File: src/rtl/stm_pkg.sv
// Package with register map, field positions and reset values for the pulse and capture timer.
package stm_pkg;
   localparam int CNT_W = 10;
   localparam int PER_W = 3;
   // Register byte offsets.
   localparam logic [7:0] CTRL0_ADDR = 8'h00;
   localparam logic [7:0] CTRL1_ADDR = 8'h04;
   localparam logic [7:0] COUNT_ADDR = 8'h08;
   localparam logic [7:0] COMPARE_A_VALUE_ADDR = 8'h0C;
   localparam logic [7:0] STAT_ADDR = 8'h10;
   // Control word zero fields.
   localparam int TON_BIT = 3;
   localparam int PER_LSB = 0;
   localparam int CKSEL_LSB = 4;
   localparam int PAUSE_BIT = 7;
   // Control word one fields.
   localparam int MODE_LSB = 6;
   localparam int OFN_LSB = 4;
   localparam int OC_BIT = 3;
   localparam int POL_BIT = 2;
   localparam int PINSEL_BIT = 8;
   localparam int CCLR_BIT = 0;
   localparam int DPX_BIT = 1;
   // Mode and function encodings.
   localparam logic [1:0] MODE_CAPTURE = 2'h1;
   localparam logic [1:0] MODE_PWM_SP = 2'h2;
   localparam logic [1:0] OFN_SINGLE = 2'h3;
   localparam logic [1:0] CAP_RISE = 2'h0;
   localparam logic [1:0] CAP_FALL = 2'h1;
   localparam logic [1:0] CAP_BOTH = 2'h2;
   // Reset values and bus response codes.
   localparam logic [7:0] CTRL0_RST = 8'h00;
   localparam logic [8:0] CTRL1_RST = 9'h000;
   localparam logic [9:0] CNT_RST = 10'h000;
   localparam logic [1:0] RESP_OKAY = 2'h0;
   localparam logic [1:0] RESP_SLVERR = 2'h2;
endpackage

File: src/rtl/stm_pulse_capture.sv
// Timer core for single-pulse output and capture input with an AXI4-Lite register slave.
//
// Contract
// - mode 10 with function 11 selects single pulse.
// - trigger pin edge sets on bit.
// - on rise starts counter, pulse leading edge.
// - on bit clear ends the pulse.
// - compare A match clears on bit.
// - compare A match raises interrupt request.
// - single pulse zeroes counter only on on-bit rise.
// - single pulse ignores period, clear, swap.
// - mode 01 selects capture.
// - function field picks capture edge type.
// - function 11 disables capture, counter runs.
// - capture edge copies counter into compare A.
// - capture counter free-runs while on bit high.
// - period match clears counter, raises interrupt.
// - zero period wraps at full count.
// - capture pin edges count even as output.
// - capture drives no output, ignores output bits.
// - counter and compare A are ten bits.
`timescale 1ns/1ps
module stm_pulse_capture #(
   parameter int CNT_WIDTH = stm_pkg::CNT_W
) (
   input wire logic aclk, // System clock, 125 MHz.
   input wire logic aresetn, // Synchronous reset, active low.
   input wire logic ext_clock_trigger_pin, // External trigger pin, asynchronous.
   input wire logic capture_pin_a, // Capture input A, asynchronous.
   input wire logic capture_pin_b, // Capture input B, asynchronous.
   input wire logic tick_in, // Counter clock enable from the prescaler, same clock.
   output logic pulse_out, // Timer output pin level.
   output logic pulse_out_en, // High while the timer drives its output pin.
   output logic timer_irq, // One-cycle timer interrupt request.
   input wire logic [7:0] s_axi_awaddr, // Write address.
   input wire logic s_axi_awvalid, // Write address valid.
   output logic s_axi_awready, // Write address ready.
   input wire logic [31:0] s_axi_wdata, // Write data.
   input wire logic [3:0] s_axi_wstrb, // Write byte strobes.
   input wire logic s_axi_wvalid, // Write data valid.
   output logic s_axi_wready, // Write data ready.
   output logic [1:0] s_axi_bresp, // Write response.
   output logic s_axi_bvalid, // Write response valid.
   input wire logic s_axi_bready, // Write response ready.
   input wire logic [7:0] s_axi_araddr, // Read address.
   input wire logic s_axi_arvalid, // Read address valid.
   output logic s_axi_arready, // Read address ready.
   output logic [31:0] s_axi_rdata, // Read data.
   output logic [1:0] s_axi_rresp, // Read response.
   output logic s_axi_rvalid, // Read data valid.
   input wire logic s_axi_rready // Read data ready.
);
   import stm_pkg::*;

   logic [7:0] ctrl0;
   logic [8:0] ctrl1;
   logic timer_on;
   logic timer_on_d;
   logic [CNT_WIDTH-1:0] count;
   logic [CNT_WIDTH-1:0] compare_a_value;
   logic [2:0] trig_sync;
   logic [2:0] cap_a_sync;
   logic [2:0] cap_b_sync;
   logic [7:0] aw_addr;
   logic aw_held;
   logic [31:0] w_data;
   logic [3:0] w_strb;
   logic w_held;
   logic wr_fire;
   logic wr_ok;
   logic sw_on_set;
   logic sw_on_clr;
   logic sw_compare_a_value_wr;
   logic [1:0] op_mode;
   logic [1:0] out_function;
   logic [2:0] period_value;
   logic output_initial_control;
   logic output_polarity;
   logic pin_select;
   logic single_mode;
   logic capture_mode;
   logic on_rise;
   logic trig_edge;
   logic cap_now;
   logic cap_prev;
   logic cap_edge;
   logic match_a;
   logic match_p;
   logic period_hit;
   logic pulse_level;
   logic running;

   // Field decode; clear-select and swap bits are stored but no logic here reads them.
   // They still read back, so software that shares one setup between modes keeps working,
   // and neither mode here can be disturbed by them.
   assign op_mode = ctrl1[MODE_LSB +: 2];
   assign out_function = ctrl1[OFN_LSB +: 2];
   assign output_initial_control = ctrl1[OC_BIT];
   assign output_polarity = ctrl1[POL_BIT];
   assign pin_select = ctrl1[PINSEL_BIT];
   assign period_value = ctrl0[PER_LSB +: PER_W];
   assign single_mode = (op_mode == MODE_PWM_SP) && (out_function == OFN_SINGLE);
   assign capture_mode = (op_mode == MODE_CAPTURE);

   // Counting needs the on bit, a prescaler tick and no pause. The tick comes from logic on
   // this clock, so it is read directly; a pause freezes the count but keeps the on bit.
   assign running = timer_on && tick_in && !ctrl0[PAUSE_BIT];

   // Two-stage synchronisers plus one history stage for edge detection.
   // Logic reads only the second and third stages, never the first, which may be metastable.
   // All stages reset low, the idle level of the pins, so no false edge appears after reset.
   always_ff @(posedge aclk) begin
      if (!aresetn) begin
         trig_sync <= 3'h0;
         cap_a_sync <= 3'h0;
         cap_b_sync <= 3'h0;
      end else begin
         trig_sync <= {trig_sync[1:0], ext_clock_trigger_pin};
         cap_a_sync <= {cap_a_sync[1:0], capture_pin_a};
         cap_b_sync <= {cap_b_sync[1:0], capture_pin_b};
      end
   end

   // Trigger edge follows the clock-select edge choice: select 111 means falling.
   // Any other select value arms the rising edge, the more common wiring of the trigger.
   assign trig_edge = (ctrl0[CKSEL_LSB +: 3] == 3'h7) ? (trig_sync[2] && !trig_sync[1])
                                                      : (!trig_sync[2] && trig_sync[1]);
   // The pin is watched regardless of its direction elsewhere in the chip.
   assign cap_now = pin_select ? cap_b_sync[1] : cap_a_sync[1];
   assign cap_prev = pin_select ? cap_b_sync[2] : cap_a_sync[2];

   // Capture edge selection; function 11 disables capture entirely.
   // The counter does not depend on this, so it keeps running with capture disabled.
   always_comb begin
      case (out_function)
         CAP_RISE: cap_edge = cap_now && !cap_prev;
         CAP_FALL: cap_edge = !cap_now && cap_prev;
         CAP_BOTH: cap_edge = cap_now ^ cap_prev;
         default: cap_edge = 1'b0;
      endcase
   end

   // Compare A counts only for the single pulse, and never in the cycle of the on-bit rise:
   // the counter then still holds the last pulse's final count, which would end a new pulse
   // at once if it equalled compare A.
   assign match_a = single_mode && running && !on_rise && (count == compare_a_value);

   // The period value faces only the top three counter bits, so periods come in steps of
   // 128. Zero would pin the counter at zero that way, so it matches the all-ones count
   // instead and the counter wraps after the full range.
   assign period_hit = (period_value == '0) ? (count == '1)
                       : (count[CNT_WIDTH-1 -: PER_W] == period_value);
   assign match_p = capture_mode && running && period_hit;

   // AXI write channel: address and data taken in either order.
   // Both readies drop while an answer waits, so a second write cannot overtake the first.
   assign s_axi_awready = !aw_held && !s_axi_bvalid;
   assign s_axi_wready = !w_held && !s_axi_bvalid;
   assign wr_fire = (aw_held || s_axi_awvalid) && (w_held || s_axi_wvalid) && !s_axi_bvalid;

   always_ff @(posedge aclk) begin
      if (!aresetn) begin
         aw_held <= 1'b0;
         w_held <= 1'b0;
         aw_addr <= 8'h00;
         w_data <= 32'h0000_0000;
         w_strb <= 4'h0;
      end else if (wr_fire) begin
         aw_held <= 1'b0;
         w_held <= 1'b0;
      end else begin
         if (s_axi_awvalid && s_axi_awready) begin
            aw_held <= 1'b1;
            aw_addr <= s_axi_awaddr;
         end
         if (s_axi_wvalid && s_axi_wready) begin
            w_held <= 1'b1;
            w_data <= s_axi_wdata;
            w_strb <= s_axi_wstrb;
         end
      end
   end

   logic [7:0] wa;
   logic [31:0] wd;
   logic [3:0] ws;
   assign wa = aw_held ? aw_addr : s_axi_awaddr;
   assign wd = w_held ? w_data : s_axi_wdata;
   assign ws = w_held ? w_strb : s_axi_wstrb;
   // Read-only words accept a write with OKAY and ignore it; only holes in the map fail.
   assign wr_ok = (wa == CTRL0_ADDR) || (wa == CTRL1_ADDR) || (wa == COMPARE_A_VALUE_ADDR)
                  || (wa == COUNT_ADDR) || (wa == STAT_ADDR);
   assign sw_on_set = wr_fire && (wa == CTRL0_ADDR) && ws[0] && wd[TON_BIT];
   assign sw_on_clr = wr_fire && (wa == CTRL0_ADDR) && ws[0] && !wd[TON_BIT];
   assign sw_compare_a_value_wr = wr_fire && (wa == COMPARE_A_VALUE_ADDR);

   // Write response; unmapped addresses answer SLVERR.
   // The answer stands until the master shows bready, however long that takes.
   always_ff @(posedge aclk) begin
      if (!aresetn) begin
         s_axi_bvalid <= 1'b0;
         s_axi_bresp <= RESP_OKAY;
      end else if (wr_fire) begin
         s_axi_bvalid <= 1'b1;
         s_axi_bresp <= wr_ok ? RESP_OKAY : RESP_SLVERR;
      end else if (s_axi_bready) begin
         s_axi_bvalid <= 1'b0;
      end
   end

   // Control registers, with the on bit kept apart because hardware moves it.
   // The stored copy of bit 3 is never used; reads return the live on bit instead.
   always_ff @(posedge aclk) begin
      if (!aresetn) begin
         ctrl0 <= CTRL0_RST;
         ctrl1 <= CTRL1_RST;
      end else if (wr_fire) begin
         if (wa == CTRL0_ADDR && ws[0]) begin
            ctrl0 <= wd[7:0];
         end
         if (wa == CTRL1_ADDR) begin
            if (ws[0]) begin
               ctrl1[7:0] <= wd[7:0];
            end
            if (ws[1]) begin
               ctrl1[8] <= wd[8];
            end
         end
      end
   end

   // On bit: hardware set from the trigger wins over a software clear in the same cycle.
   // A set also wins over a compare A match, so a trigger landing on the last count of a
   // pulse keeps it set; with no on-bit rise the count is not zeroed and the pulse runs on until it wraps round to compare A.
   always_ff @(posedge aclk) begin
      if (!aresetn) begin
         timer_on <= 1'b0;
         timer_on_d <= 1'b0;
      end else begin
         timer_on_d <= timer_on;
         if (single_mode && trig_edge) begin
            timer_on <= 1'b1;
         end else if (sw_on_set) begin
            timer_on <= 1'b1;
         end else if (match_a || sw_on_clr) begin
            timer_on <= 1'b0;
         end
      end
   end

   // The rise is seen one cycle after the on bit sets, and that cycle both zeroes the
   // counter and launches the pulse leading edge.
   assign on_rise = timer_on && !timer_on_d;

   // Counter: zeroed on the on-bit rise; capture mode also wraps on a period match.
   // When the on bit falls the residual value stays, so software can still read it; a
   // single pulse therefore leaves its final count visible until the next start.
   always_ff @(posedge aclk) begin
      if (!aresetn) begin
         count <= CNT_RST;
      end else if (on_rise) begin
         count <= CNT_RST;
      end else if (match_p && tick_in) begin
         count <= CNT_RST;
      end else if (running) begin
         count <= count + 1'b1;
      end
   end

   // Compare A register: software writes, capture edges overwrite with the count.
   // A capture wins over a write in the same cycle, since the pin event cannot be repeated
   // while a lost write can simply be issued again.
   always_ff @(posedge aclk) begin
      if (!aresetn) begin
         compare_a_value <= CNT_RST;
      end else if (capture_mode && timer_on && cap_edge) begin
         compare_a_value <= count;
      end else if (sw_compare_a_value_wr) begin
         if (ws[0]) begin
            compare_a_value[7:0] <= wd[7:0];
         end
         if (ws[1]) begin
            compare_a_value[CNT_WIDTH-1:8] <= wd[CNT_WIDTH-1:8];
         end
      end
   end

   // Interrupt pulse for compare A match, period match and capture.
   // Each source lasts one cycle here; the interrupt controller is expected to latch it.
   always_ff @(posedge aclk) begin
      if (!aresetn) begin
         timer_irq <= 1'b0;
      end else begin
         timer_irq <= match_a || (match_p && tick_in)
                      || (capture_mode && timer_on && cap_edge);
      end
   end

   // Active level one gives a high pulse while the on bit is set; the invert bit then flips
   // the whole waveform, idle level included.
   assign pulse_level = (timer_on ~^ output_initial_control) ^ output_polarity;

   // Pulse output: active while the on bit is high, shaped by active level and invert.
   // Period comparator is never consulted here, so its setting cannot shorten the pulse.
   always_ff @(posedge aclk) begin
      if (!aresetn) begin
         pulse_out <= 1'b0;
         pulse_out_en <= 1'b0;
      end else begin
         pulse_out_en <= single_mode;
         pulse_out <= single_mode && pulse_level;
      end
   end

   // Read channel: one-cycle answer, mapped readbacks, SLVERR for holes.
   // Read data load only when an address is taken, so they stand as long as rvalid does.
   assign s_axi_arready = !s_axi_rvalid;
   always_ff @(posedge aclk) begin
      if (!aresetn) begin
         s_axi_rvalid <= 1'b0;
         s_axi_rdata <= 32'h0000_0000;
         s_axi_rresp <= RESP_OKAY;
      end else if (s_axi_arvalid && s_axi_arready) begin
         s_axi_rvalid <= 1'b1;
         s_axi_rresp <= RESP_OKAY;
         case (s_axi_araddr)
            CTRL0_ADDR: s_axi_rdata <= {24'h000000, ctrl0[7:4], timer_on, ctrl0[2:0]};
            CTRL1_ADDR: s_axi_rdata <= {23'h000000, ctrl1};
            COUNT_ADDR: s_axi_rdata <= {{(32-CNT_WIDTH){1'b0}}, count};
            COMPARE_A_VALUE_ADDR: s_axi_rdata <= {{(32-CNT_WIDTH){1'b0}}, compare_a_value};
            STAT_ADDR: s_axi_rdata <= {30'h00000000, pulse_out, timer_on};
            default: begin
               s_axi_rdata <= 32'h0000_0000;
               s_axi_rresp <= RESP_SLVERR;
            end
         endcase
      end else if (s_axi_rready) begin
         s_axi_rvalid <= 1'b0;
      end
   end
endmodule

File: config.mk
export PLATFORM = sky130hd
export DESIGN_NAME = stm_pulse_capture
export DESIGN_NICKNAME = d
export VERILOG_FILES = /design/src/rtl/stm_pkg.sv /design/src/rtl/stm_pulse_capture.sv
export SDC_FILE = /design/constraint.sdc
export NUM_CORES = 1
export LEC_CHECK = 0
export BUFFER_PORTS_ARGS = -buffer_cell sky130_fd_sc_hd__buf_4
export CORE_ASPECT_RATIO = 2
export CORE_UTILIZATION = 37
export DETAILED_ROUTE_END_ITERATION = 8
export HOLD_SLACK_MARGIN = 0.08
export PLACE_DENSITY = 0.56
export SKIP_CTS_REPAIR_TIMING = 1
export SLEW_MARGIN = 40
export SYNTH_ARGS = -nofsm -noshare
export SYNTH_HDL_FRONTEND = slang
export SYNTH_SLANG_ARGS = --single-unit
File: constraint.sdc
create_clock -name aclk -period 6.4 [get_ports aclk]
set_input_delay 0.96 -clock aclk [delete_from_list [all_inputs] [get_ports aclk]]
set_output_delay 0.96 -clock aclk [all_outputs]
set_load 0.01 [all_outputs]
==> results of run 1 <==
-- how the worst min path moves through the flow --
stage                        from            end  slack [ps]  cells past startpoint
finish              cap_b_sync[0]  cap_b_sync[1]         430                      1
global placement     trig_sync[0]   trig_sync[1]         420                      1
detailed placement  cap_a_sync[0]  cap_a_sync[1]         430                      1
floorplan           cap_a_sync[0]  cap_a_sync[1]         410                      1
CTS                 cap_b_sync[0]  cap_b_sync[1]         440                      1
global route        cap_a_sync[0]  cap_a_sync[1]         460                      1
-- synthesized netlist by cell type (2+ instances only) --
library cell   n  area [um^2]
xor2_1         4         35.0
nand2b_1       3         18.8
nor2_1        71          267
a211oi_1       4         30.0
ha_1           3         37.5
nand3b_1       2         15.0
and2_1        13         81.3
nor4_1         8         50.1
or4_1          3         22.5
a22oi_1        6         45.0
and3b_1        2         17.5
nor3_1        19         95.1
nand4_1       13         81.3
inv_1         10         37.5
dfxtp_1       86         1720
a31oi_1        4         25.0
a21oi_1        8         40.0
nor2b_1        7         43.8
mux2i_1       51          510
xnor2_1       18          158
o41ai_2        7          114
mux2_2        11          124
nor3b_1        3         22.5
o31a_1         2         17.5
o21ai_0       29          145
buf_6          2         22.5
buf_4         24          180
nand2_1       26         97.6
a2bb2oi_1      2         17.5
buf_1          3         11.3
o211ai_1       5         37.5
nand3_1        8         40.0
clkbuf_1      28          105
-- metal layers --
| metal | GRT usage | vias up | routed length (um) |
|---|---|---|---|
| met3 | 0.0350 | 24 | 415 |
| li1 | - | 1780 | - |
| met5 | 0 | - | 0 |
| met4 | 0.108 | 0 | 440 |
| met1 | 0.184 | 1719 | 4060 |
| met2 | 0.361 | 98 | 6130 |
-- state kept, by name, indices dropped and copies added (netlist names), 2 cells and up --
register / flops
cap_b_sync: 3
count: 10
cap_a_sync: 3
w_data: 10
compare_a_value: 10
aw_addr: 8
trig_sync: 3
s_axi_rdata: 10
w_strb: 2
ctrl1: 9
ctrl0: 7
-- cell type report --
class / count / area [um^2] / share of cell area
clock inverter: 3 / 17.5 / 0.00343
sequential: 86 / 1720 / 0.337
clock buffer: 13 / 270 / 0.0529
timing repair buffer: 60 / 450 / 0.0881
inverter: 10 / 37.5 / 0.00734
tap: 145 / 181 / 0.0355
multi-input combinational: 371 / 2430 / 0.476
-- placed cells by master (no fill, tap or decap), drive strengths merged, types with 14 or more instances in the layout --
cell type  netlist  routed
nand2           26      26
o21ai           29      29
mux2i           51      51
and2            14      14
conb             1      24
xnor2           18      18
nor2            71      71
buf             29      60
dfxtp           86      86
nor3            20      20
-- where the power goes --
part | switching [mW] | internal, mW
clock | 0.209 | 0.294
combinational | 0.0670 | 0.0536
sequential | 0.0135 | 0.549
-- worst max-delay path, stage by stage --
cell and delay (ps):
buf_4 110, or4_1 490, a2111o_1 570, nor4_4 810, mux2_2 410, a21oi_1 130
-- cell families (layout without fill, tap and decap cells) --
family / Yosys count / count (layout)
fa+ha+maj: 3 / 3
flops: 86 / 86
buf+inv: 67 / 86
simple gates: 188 / 188
compound gates: 72 / 72
other cells: 1 / 24
mux: 62 / 62
xor+xnor: 22 / 22
-- metrics by stage --
| step | area (um^2) | hold slack [ps] | std cells | power, mW | worst slack [ps] |
|---|---|---|---|---|---|
| 4_1_cts | 5100 | 439 | 687 | 1.20 | 3180 |
| 6_report | 5110 | 433 | 688 | 1.19 | 3170 |
| 3_3_place_gp | 4800 | 415 | 671 | 0.693 | 2870 |
| 3_5_place_dp | 4820 | 429 | 671 | 0.695 | 2830 |
| 5_1_grt | 5110 | 456 | 688 | 1.24 | 3090 |
| 2_1_floorplan | 4500 | 412 | 524 | 0.657 | 3270 |
==> results.json, run 1 <==
{
  "synth_async_sr_flop_share": 0,
  "pin_count": 107,
  "reg2reg_setup_slack_ps": 3340,
  "synth_mux_area_frac": 0.144,
  "fin_setup_tns_ps": 0,
  "grt_max_degree": 39,
  "rsz0062_at_grt": "false",
  "grtUsageTotal": 0.190,
  "finish.utilization": 0.437,
  "setup.worst_path.start": "s_axi_awaddr[7]",
  "skew_ps": 5.48,
  "via_count": 3621,
  "die_x_um": 79.2,
  "synth-seq-cells": 86,
  "vdd_drop_max_mv": 0.144,
  "drc": 0,
  "yosysUniqueCellTypes": 49,
  "grt_pass1_wl_mm": 17.7,
  "final_hold_viol_count": 0,
  "clock_sinks": 86,
  "post-dp-hpwl_mm": 8.51,
  "num_rows": 56,
  "drive_gt1_frac": 0.180,
  "start_util": 0.377,
  "core_um2": 11700,
  "reg2regPathDepth": 5,
  "die_h_um": 156,
  "htree_num_levels": 3,
  "cts.clk_slew.worst_paths_ps": 60,
  "r2r-end": "timer_on",
  "synth_warnings": 0,
  "drt_wl_total_mm": 11.1,
  "power_leakage_nw": 2.09,
  "antenna_found_initial": 0,
  "num_antenna_cells": 0,
  "max_cap_viol_count": 0,
  "status": "finished, final reports clean",
  "cp.arrival_ps": 3500,
  "fill_cells": 1166,
  "worst_ep_required_time_ps": 6670,
  "place.gp.congestion": 0.862,
  "vias_per_cell": 5.26,
  "max-slew-margin-rel": 0.432,
  "syn_inst": 501,
  "cp-start-kind": "primary input",
  "cts.path.max_buffers": 2,
  "die-area_um2": 12400,
  "avgRoutedWirePerCell_um": 16.1,
  "postRouteAntennaNets": 0,
  "portBuffers": 58,
  "syn_area_per_cell_um2": 8.81,
  "critPathCapture": "timer_on",
  "insertion_delay_ps": 340,
  "report.final.slew_viol_count": 0,
  "yosysSeqAreaShare": 0.390,
  "cp_max_fo": 8,
  "area_growth_pct": 15.8,
  "max_freq_mhz": 310,
  "drt-pass1-iter-count": 5,
  "fin_crit_ps": 3230,
  "min_path_type": "reg -> reg",
  "cts_tree": "done",
  "critical_path_class": "in -> reg",
  "grt_pass1_vias": 3507,
  "r2r_start": "aw_held",
  "synth_compound_area_frac": 0.117,
  "yosys.area_share.simple": 0.215,
  "nNetsFinal": 604,
  "powerDensity_nw_per_um2": 232,
  "synthFlopType": "dfxtp_1",
  "synth.cell_area_um2": 4410,
  "cts_root_buf": "clkbuf_16",
  "tightest_slew_ps": 845,
  "period_share": 0.505,
  "synth_xor_xnor_area_share": 0.0437,
  "overflow": 0,
  "cts_made_buffers": 9,
  "endpoint_kind": "register",
  "synth_top_family_by_area": "simple AND/OR/NAND/NOR gates",
  "synth_edf_count": 0,
  "setup_violations": 0,
  "drtIter0Drc": 148,
  "synth_fa_ha_area_frac": 0.00851
}
Note: power is estimated with default switching activity, not from simulation.
==> run 2, diff against run 1 <==
--- a/config.mk
+++ b/config.mk
@@ -10,7 +10,7 @@
 export CORE_UTILIZATION = 37
 export DETAILED_ROUTE_END_ITERATION = 8
 export HOLD_SLACK_MARGIN = 0.08
-export PLACE_DENSITY = 0.56
+export PLACE_DENSITY = 0.58
 export SKIP_CTS_REPAIR_TIMING = 1
 export SLEW_MARGIN = 40
 export SYNTH_ARGS = -nofsm -noshare
==> constraint.sdc (replaced) <==
create_clock -name aclk -period 2.6 [get_ports aclk]
set_input_delay 0.39 -clock aclk [delete_from_list [all_inputs] [get_ports aclk]]
set_output_delay 0.39 -clock aclk [all_outputs]
set_load 0.01 [all_outputs]
==> run 2 against run 1 <==
Sequential share of layout area fell by 0.98 points; sequential power rose by 140%; global-route usage rose by 0.23 points; wire length rose by 2.7%; core utilization rose by 1.3 points; register-to-register slack got worse by 3200 ps; setup slack got worse by 3000 ps; first-iteration DRC count rose by 18%; clock power rose to 2.5 times the previous value; via count rose by 1.8%; clock-buffer cell count fell by 4; cell count rose by 2.9%; critical endpoint is now compare_a_value[1]; largest cell class unchanged; highest routed layer unchanged.
==> results.json, run 2 (synthesized netlist as in run 1, its figures left out) <==
{
  "status": "finished, final reports clean",
  "drc": 0,
  "finish.utilization": 0.450,
  "final_common_cell": "dfxtp_1",
  "fin_ws_ps": 151,
  "vias_per_cell": 5.21,
  "period_share": 0.942,
  "clock_sinks": 86,
  "rsz0062_at_grt": "false",
  "cts_root_buf": "clkbuf_16",
  "num_antenna_cells": 0,
  "drtIter0Drc": 174,
  "report.final.slew_viol_count": 0,
  "max-slew-margin-rel": 0.603,
  "area_growth_pct": 19.3,
  "portBuffers": 58,
  "power_leakage_nw": 2.18,
  "multiInputGateArea_um2": 2420,
  "die_x_um": 79.2,
  "skew_ps": 5.95,
  "r2r_start": "aw_held",
  "fin_crit_ps": 2450,
  "grt_use_met1": 0.188,
  "cp.arrival_ps": 2690,
  "insertion_delay_ps": 340,
  "setup.worst_path.start": "aw_held",
  "grtUsageMet3": 0.0332,
  "overflow": 0,
  "cp-start-kind": "register",
  "core_um2": 11700,
  "critPathMaxStageDelay_ps": 530,
  "grt_max_degree": 50,
  "die-area_um2": 12400,
  "post-dp-hpwl_mm": 8.76,
  "grt_pass1_wl_mm": 17.9,
  "max_cap_viol_count": 0,
  "pin_count": 107,
  "grtUsageTotal": 0.192,
  "drive_gt1_frac": 0.210,
  "worst_path_max_delay_cell": "a2111o_1",
  "powerDensity_nw_per_um2": 562,
  "postRouteAntennaNets": 0,
  "drt_wl_total_mm": 11.4,
  "min_path_type": "in -> reg",
  "setup_violations": 0,
  "final_cell_mix": "dfxtp_1 (86), buf_4 (79), nor2_1 (71)",
  "start_util": 0.377,
  "min_from": "s_axi_rready",
  "grt_pass1_vias": 3631,
  "place.gp.congestion": 0.844,
  "met2_usage": 0.358,
  "grt.busiest_layer": "met2",
  "cp_max_fo": 8,
  "crit_chain": "or4_1 > a2111o_1 > or3_1 > and2_4 > o41ai_2",
  "num_rows": 56,
  "cts.path.max_buffers": 2,
  "regArea_um2": 1720,
  "endpoint_kind": "register",
  "nNetsFinal": 624,
  "critical_path_class": "reg -> reg",
  "cts_tree": "done",
  "antenna_found_initial": 0,
  "cts.clk_slew.worst_paths_ps": 60,
  "worst_ep_required_time_ps": 2840,
  "tightest_slew_ps": 596,
  "avgRoutedWirePerCell_um": 16.0,
  "final_hold_viol_count": 0,
  "die_h_um": 156,
  "drt-pass1-iter-count": 4,
  "place_worst_setup_slack_ps": -19.4,
  "max_freq_mhz": 408,
  "vdd_drop_max_mv": 0.350,
  "via_count": 3687,
  "cts_made_buffers": 9,
  "htree_num_levels": 3,
  "fill_cells": 1169,
  "fin_setup_tns_ps": 0
}
## run 2: metrics by stage
| stage | hold slack [ps] | power, mW | cell area (um^2) | std cells |
|---|---|---|---|---|
| 2_1_floorplan | 412 | 1.62 | 4500 | 524 |
| 3_3_place_gp | 414 | 1.71 | 4970 | 691 |
| 3_5_place_dp | 427 | 1.72 | 4970 | 691 |
| 4_1_cts | 217 | 2.98 | 5260 | 707 |
| 5_1_grt | 220 | 3.07 | 5270 | 708 |
| 6_report | 221 | 2.96 | 5270 | 708 |
## run 2: path summary, 6_finish.rpt
kind,end,slack (ps),cells after the start
hold reg to reg,trig_sync[1],440,1
hold / removal,s_axi_rvalid,220,2
setup reg to reg,compare_a_value[1],150,5
setup / recovery,compare_a_value[1],150,5
## run 2: per-layer routing
metal | part of all wire | vias up | routed length (um)
met1 | 0.37 | 1713 | 4150
met5 | 0 | - | 0
met2 | 0.54 | 117 | 6150
met4 | 0.053 | 0 | 598
met3 | 0.040 | 35 | 453
li1 | - | 1822 | -
## run 2: final cells by class
class | count | area share
repair buffers | 80 | 0.116
well taps | 145 | 0.0345
inverters | 10 | 0.00713
clock inverters | 7 | 0.0124
clock buffers | 9 | 0.0428
flip-flops and latches | 86 | 0.327
multi-input cells | 371 | 0.460
## run 2: power by group
group	switching (mW)	total [mW]	internal, mW
Combinational	0.174	0.314	0.139
Sequential	0.0236	1.37	1.35
Clock	0.536	1.27	0.737
Total	0.734	2.96	2.23
## run 2: critical path, delay by kind of cell, from the launching register on
| family | cells | cell delay, ps |
|---|---|---|
| compound gates | 2 | 850 |
| simple gates | 3 | 1170 |
| flops | 1 | 330 |
==> run 3, diff against run 2 <==
--- a/config.mk
+++ b/config.mk
@@ -10,7 +10,7 @@
 export CORE_UTILIZATION = 37
 export DETAILED_ROUTE_END_ITERATION = 8
 export HOLD_SLACK_MARGIN = 0.08
-export PLACE_DENSITY = 0.58
+export PLACE_DENSITY_LB_ADDON = 0.05
 export SKIP_CTS_REPAIR_TIMING = 1
 export SLEW_MARGIN = 40
 export SYNTH_ARGS = -nofsm -noshare
==> run 3 against run 2 <==
Cell area up 0.76%; global-route usage up 0.63 points; clock power down 4%; critical path type unchanged.
==> results.json, run 3 (synthesized netlist as in run 1, its figures left out) <==
{
  "drive_gt1_frac": 0.217,
  "worst_ep_required_time_ps": 2840,
  "seq_power_share": 0.471,
  "antenna_found_initial": 0,
  "finish.utilization": 0.453,
  "via_count": 3659,
  "overflow": 0,
  "p_total_mw": 2.92,
  "clock_sinks": 86,
  "regArea_um2": 1720,
  "critical_path_class": "reg -> reg",
  "min_path_type": "in -> reg",
  "drtIter0Drc": 115,
  "cts_made_buffers": 9,
  "place.gp.congestion": 0.808,
  "p_clk_frac": 0.419,
  "multiInputGateArea_um2": 2430,
  "max_cap_viol_count": 0,
  "die_x_um": 79.2,
  "cp-start-kind": "register",
  "cts_root_buf": "clkbuf_16",
  "num_rows": 56,
  "post-dp-hpwl_mm": 8.97,
  "tightest_slew_ps": 700,
  "powerDensity_nw_per_um2": 550,
  "portBuffers": 58,
  "nNetsFinal": 628,
  "cts_tree": "done",
  "htree_num_levels": 3,
  "skew_ps": 7.49,
  "max-slew-margin-rel": 0.532,
  "grt_pass1_wl_mm": 18.2,
  "fill_cells": 1155,
  "drt-pass1-iter-count": 4,
  "endpoint_kind": "register",
  "grt_pass1_vias": 3502,
  "cp.arrival_ps": 2730,
  "fin_crit_ps": 2490,
  "power_leakage_nw": 2.20,
  "avgRoutedWirePerCell_um": 16.1,
  "final_cell_mix": "dfxtp_1 (86), buf_4 (82), nor2_1 (71)",
  "reg2reg_setup_slack_ps": 110,
  "internal_power_mw": 2.15,
  "cp_max_fo": 8,
  "dp_cells": 696,
  "pin_count": 107,
  "grtUsageTotal": 0.198,
  "final_hold_viol_count": 0,
  "fin_hold_ws_ps": 226,
  "combPwrFrac": 0.110,
  "num_antenna_cells": 0,
  "rsz0062_at_grt": "false",
  "start_util": 0.377,
  "die_h_um": 156,
  "status": "finished, final reports clean",
  "final_cell_count_no_fill": 712,
  "die-area_um2": 12400,
  "grt_max_degree": 39,
  "core_um2": 11700,
  "drc": 0,
  "vdd_drop_max_mv": 0.428,
  "vias_per_cell": 5.14,
  "p_sw_uw": 766,
  "max_freq_mhz": 402,
  "cts.path.max_buffers": 2,
  "p_sw_frac": 0.263,
  "cts.clk_slew.worst_paths_ps": 70,
  "final_common_cell": "dfxtp_1",
  "period_share": 0.958,
  "area_growth_pct": 20.2,
  "insertion_delay_ps": 340,
  "drt_wl_total_mm": 11.4,
  "postRouteAntennaNets": 0,
  "setup_violations": 0,
  "report.final.slew_viol_count": 0
}
run 3: changes by cell type in the layout (fill, tap and decap cells not counted):
| cell | delta |
|---|---|
| buf_12 | +1 |
| clkinv_2 | -3 |
| bufinv_16 | -1 |
| buf_4 | +3 |
| nor4_2 | +1 |
| clkinv_4 | +3 |
| inv_6 | +2 |
| nor4_1 | -1 |
| clkinvlp_4 | -1 |
run 3: through the flow:
step	TNS, ps	cell area, um^2	worst slack [ps]
floorplan	0	4500	41.2
detailed placement	-34.3	5020	-27.6
CTS	0	5300	77.7
finish	0	5310	110
global route	0	5310	6.93
global placement	0	5020	19.9
run 3: worst paths after layout:
check	cells past startpoint	start	to
worst max-delay path	5	aw_held	compare_a_value[0]
worst min-delay path	2	s_axi_rready	s_axi_rvalid
worst max register to register	5	aw_held	compare_a_value[0]
worst min register to register	1	cap_a_sync[0]	cap_a_sync[1]
run 3: final cells by class:
type / instances / area share
Clock inverter: 7 / 0.0106
Tap cell: 145 / 0.0342
Sequential cell: 86 / 0.325
Inverter: 10 / 0.00708
Timing Repair Buffer: 84 / 0.124
Clock buffer: 9 / 0.0425
Multi-Input combinational cell: 371 / 0.458
run 3: routing by layer:
layer	track usage	share of wire	vias up
met5	0	0	-
met4	0.127	0.055	0
met3	0.0367	0.029	26
met2	0.375	0.55	92
met1	0.189	0.36	1714
li1	-	-	1827
run 3: power by group through the flow:
stage / Combinational [mW] / Clock (mW) / Sequential [mW]
2_1_floorplan: 0.218 / 0 / 1.40
3_3_place_gp: 0.322 / 0 / 1.40
3_5_place_dp: 0.324 / 0 / 1.40
4_1_cts: 0.326 / 1.26 / 1.37
5_1_grt: 0.356 / 1.32 / 1.38
6_report: 0.322 / 1.22 / 1.37
run 3: critical path: stages (launching register included):
cell      delay [ps]
dfxtp_1          430
or4b_1           460
a2111o_1         530
or3_1            430
and2_4           230
o41ai_2          320
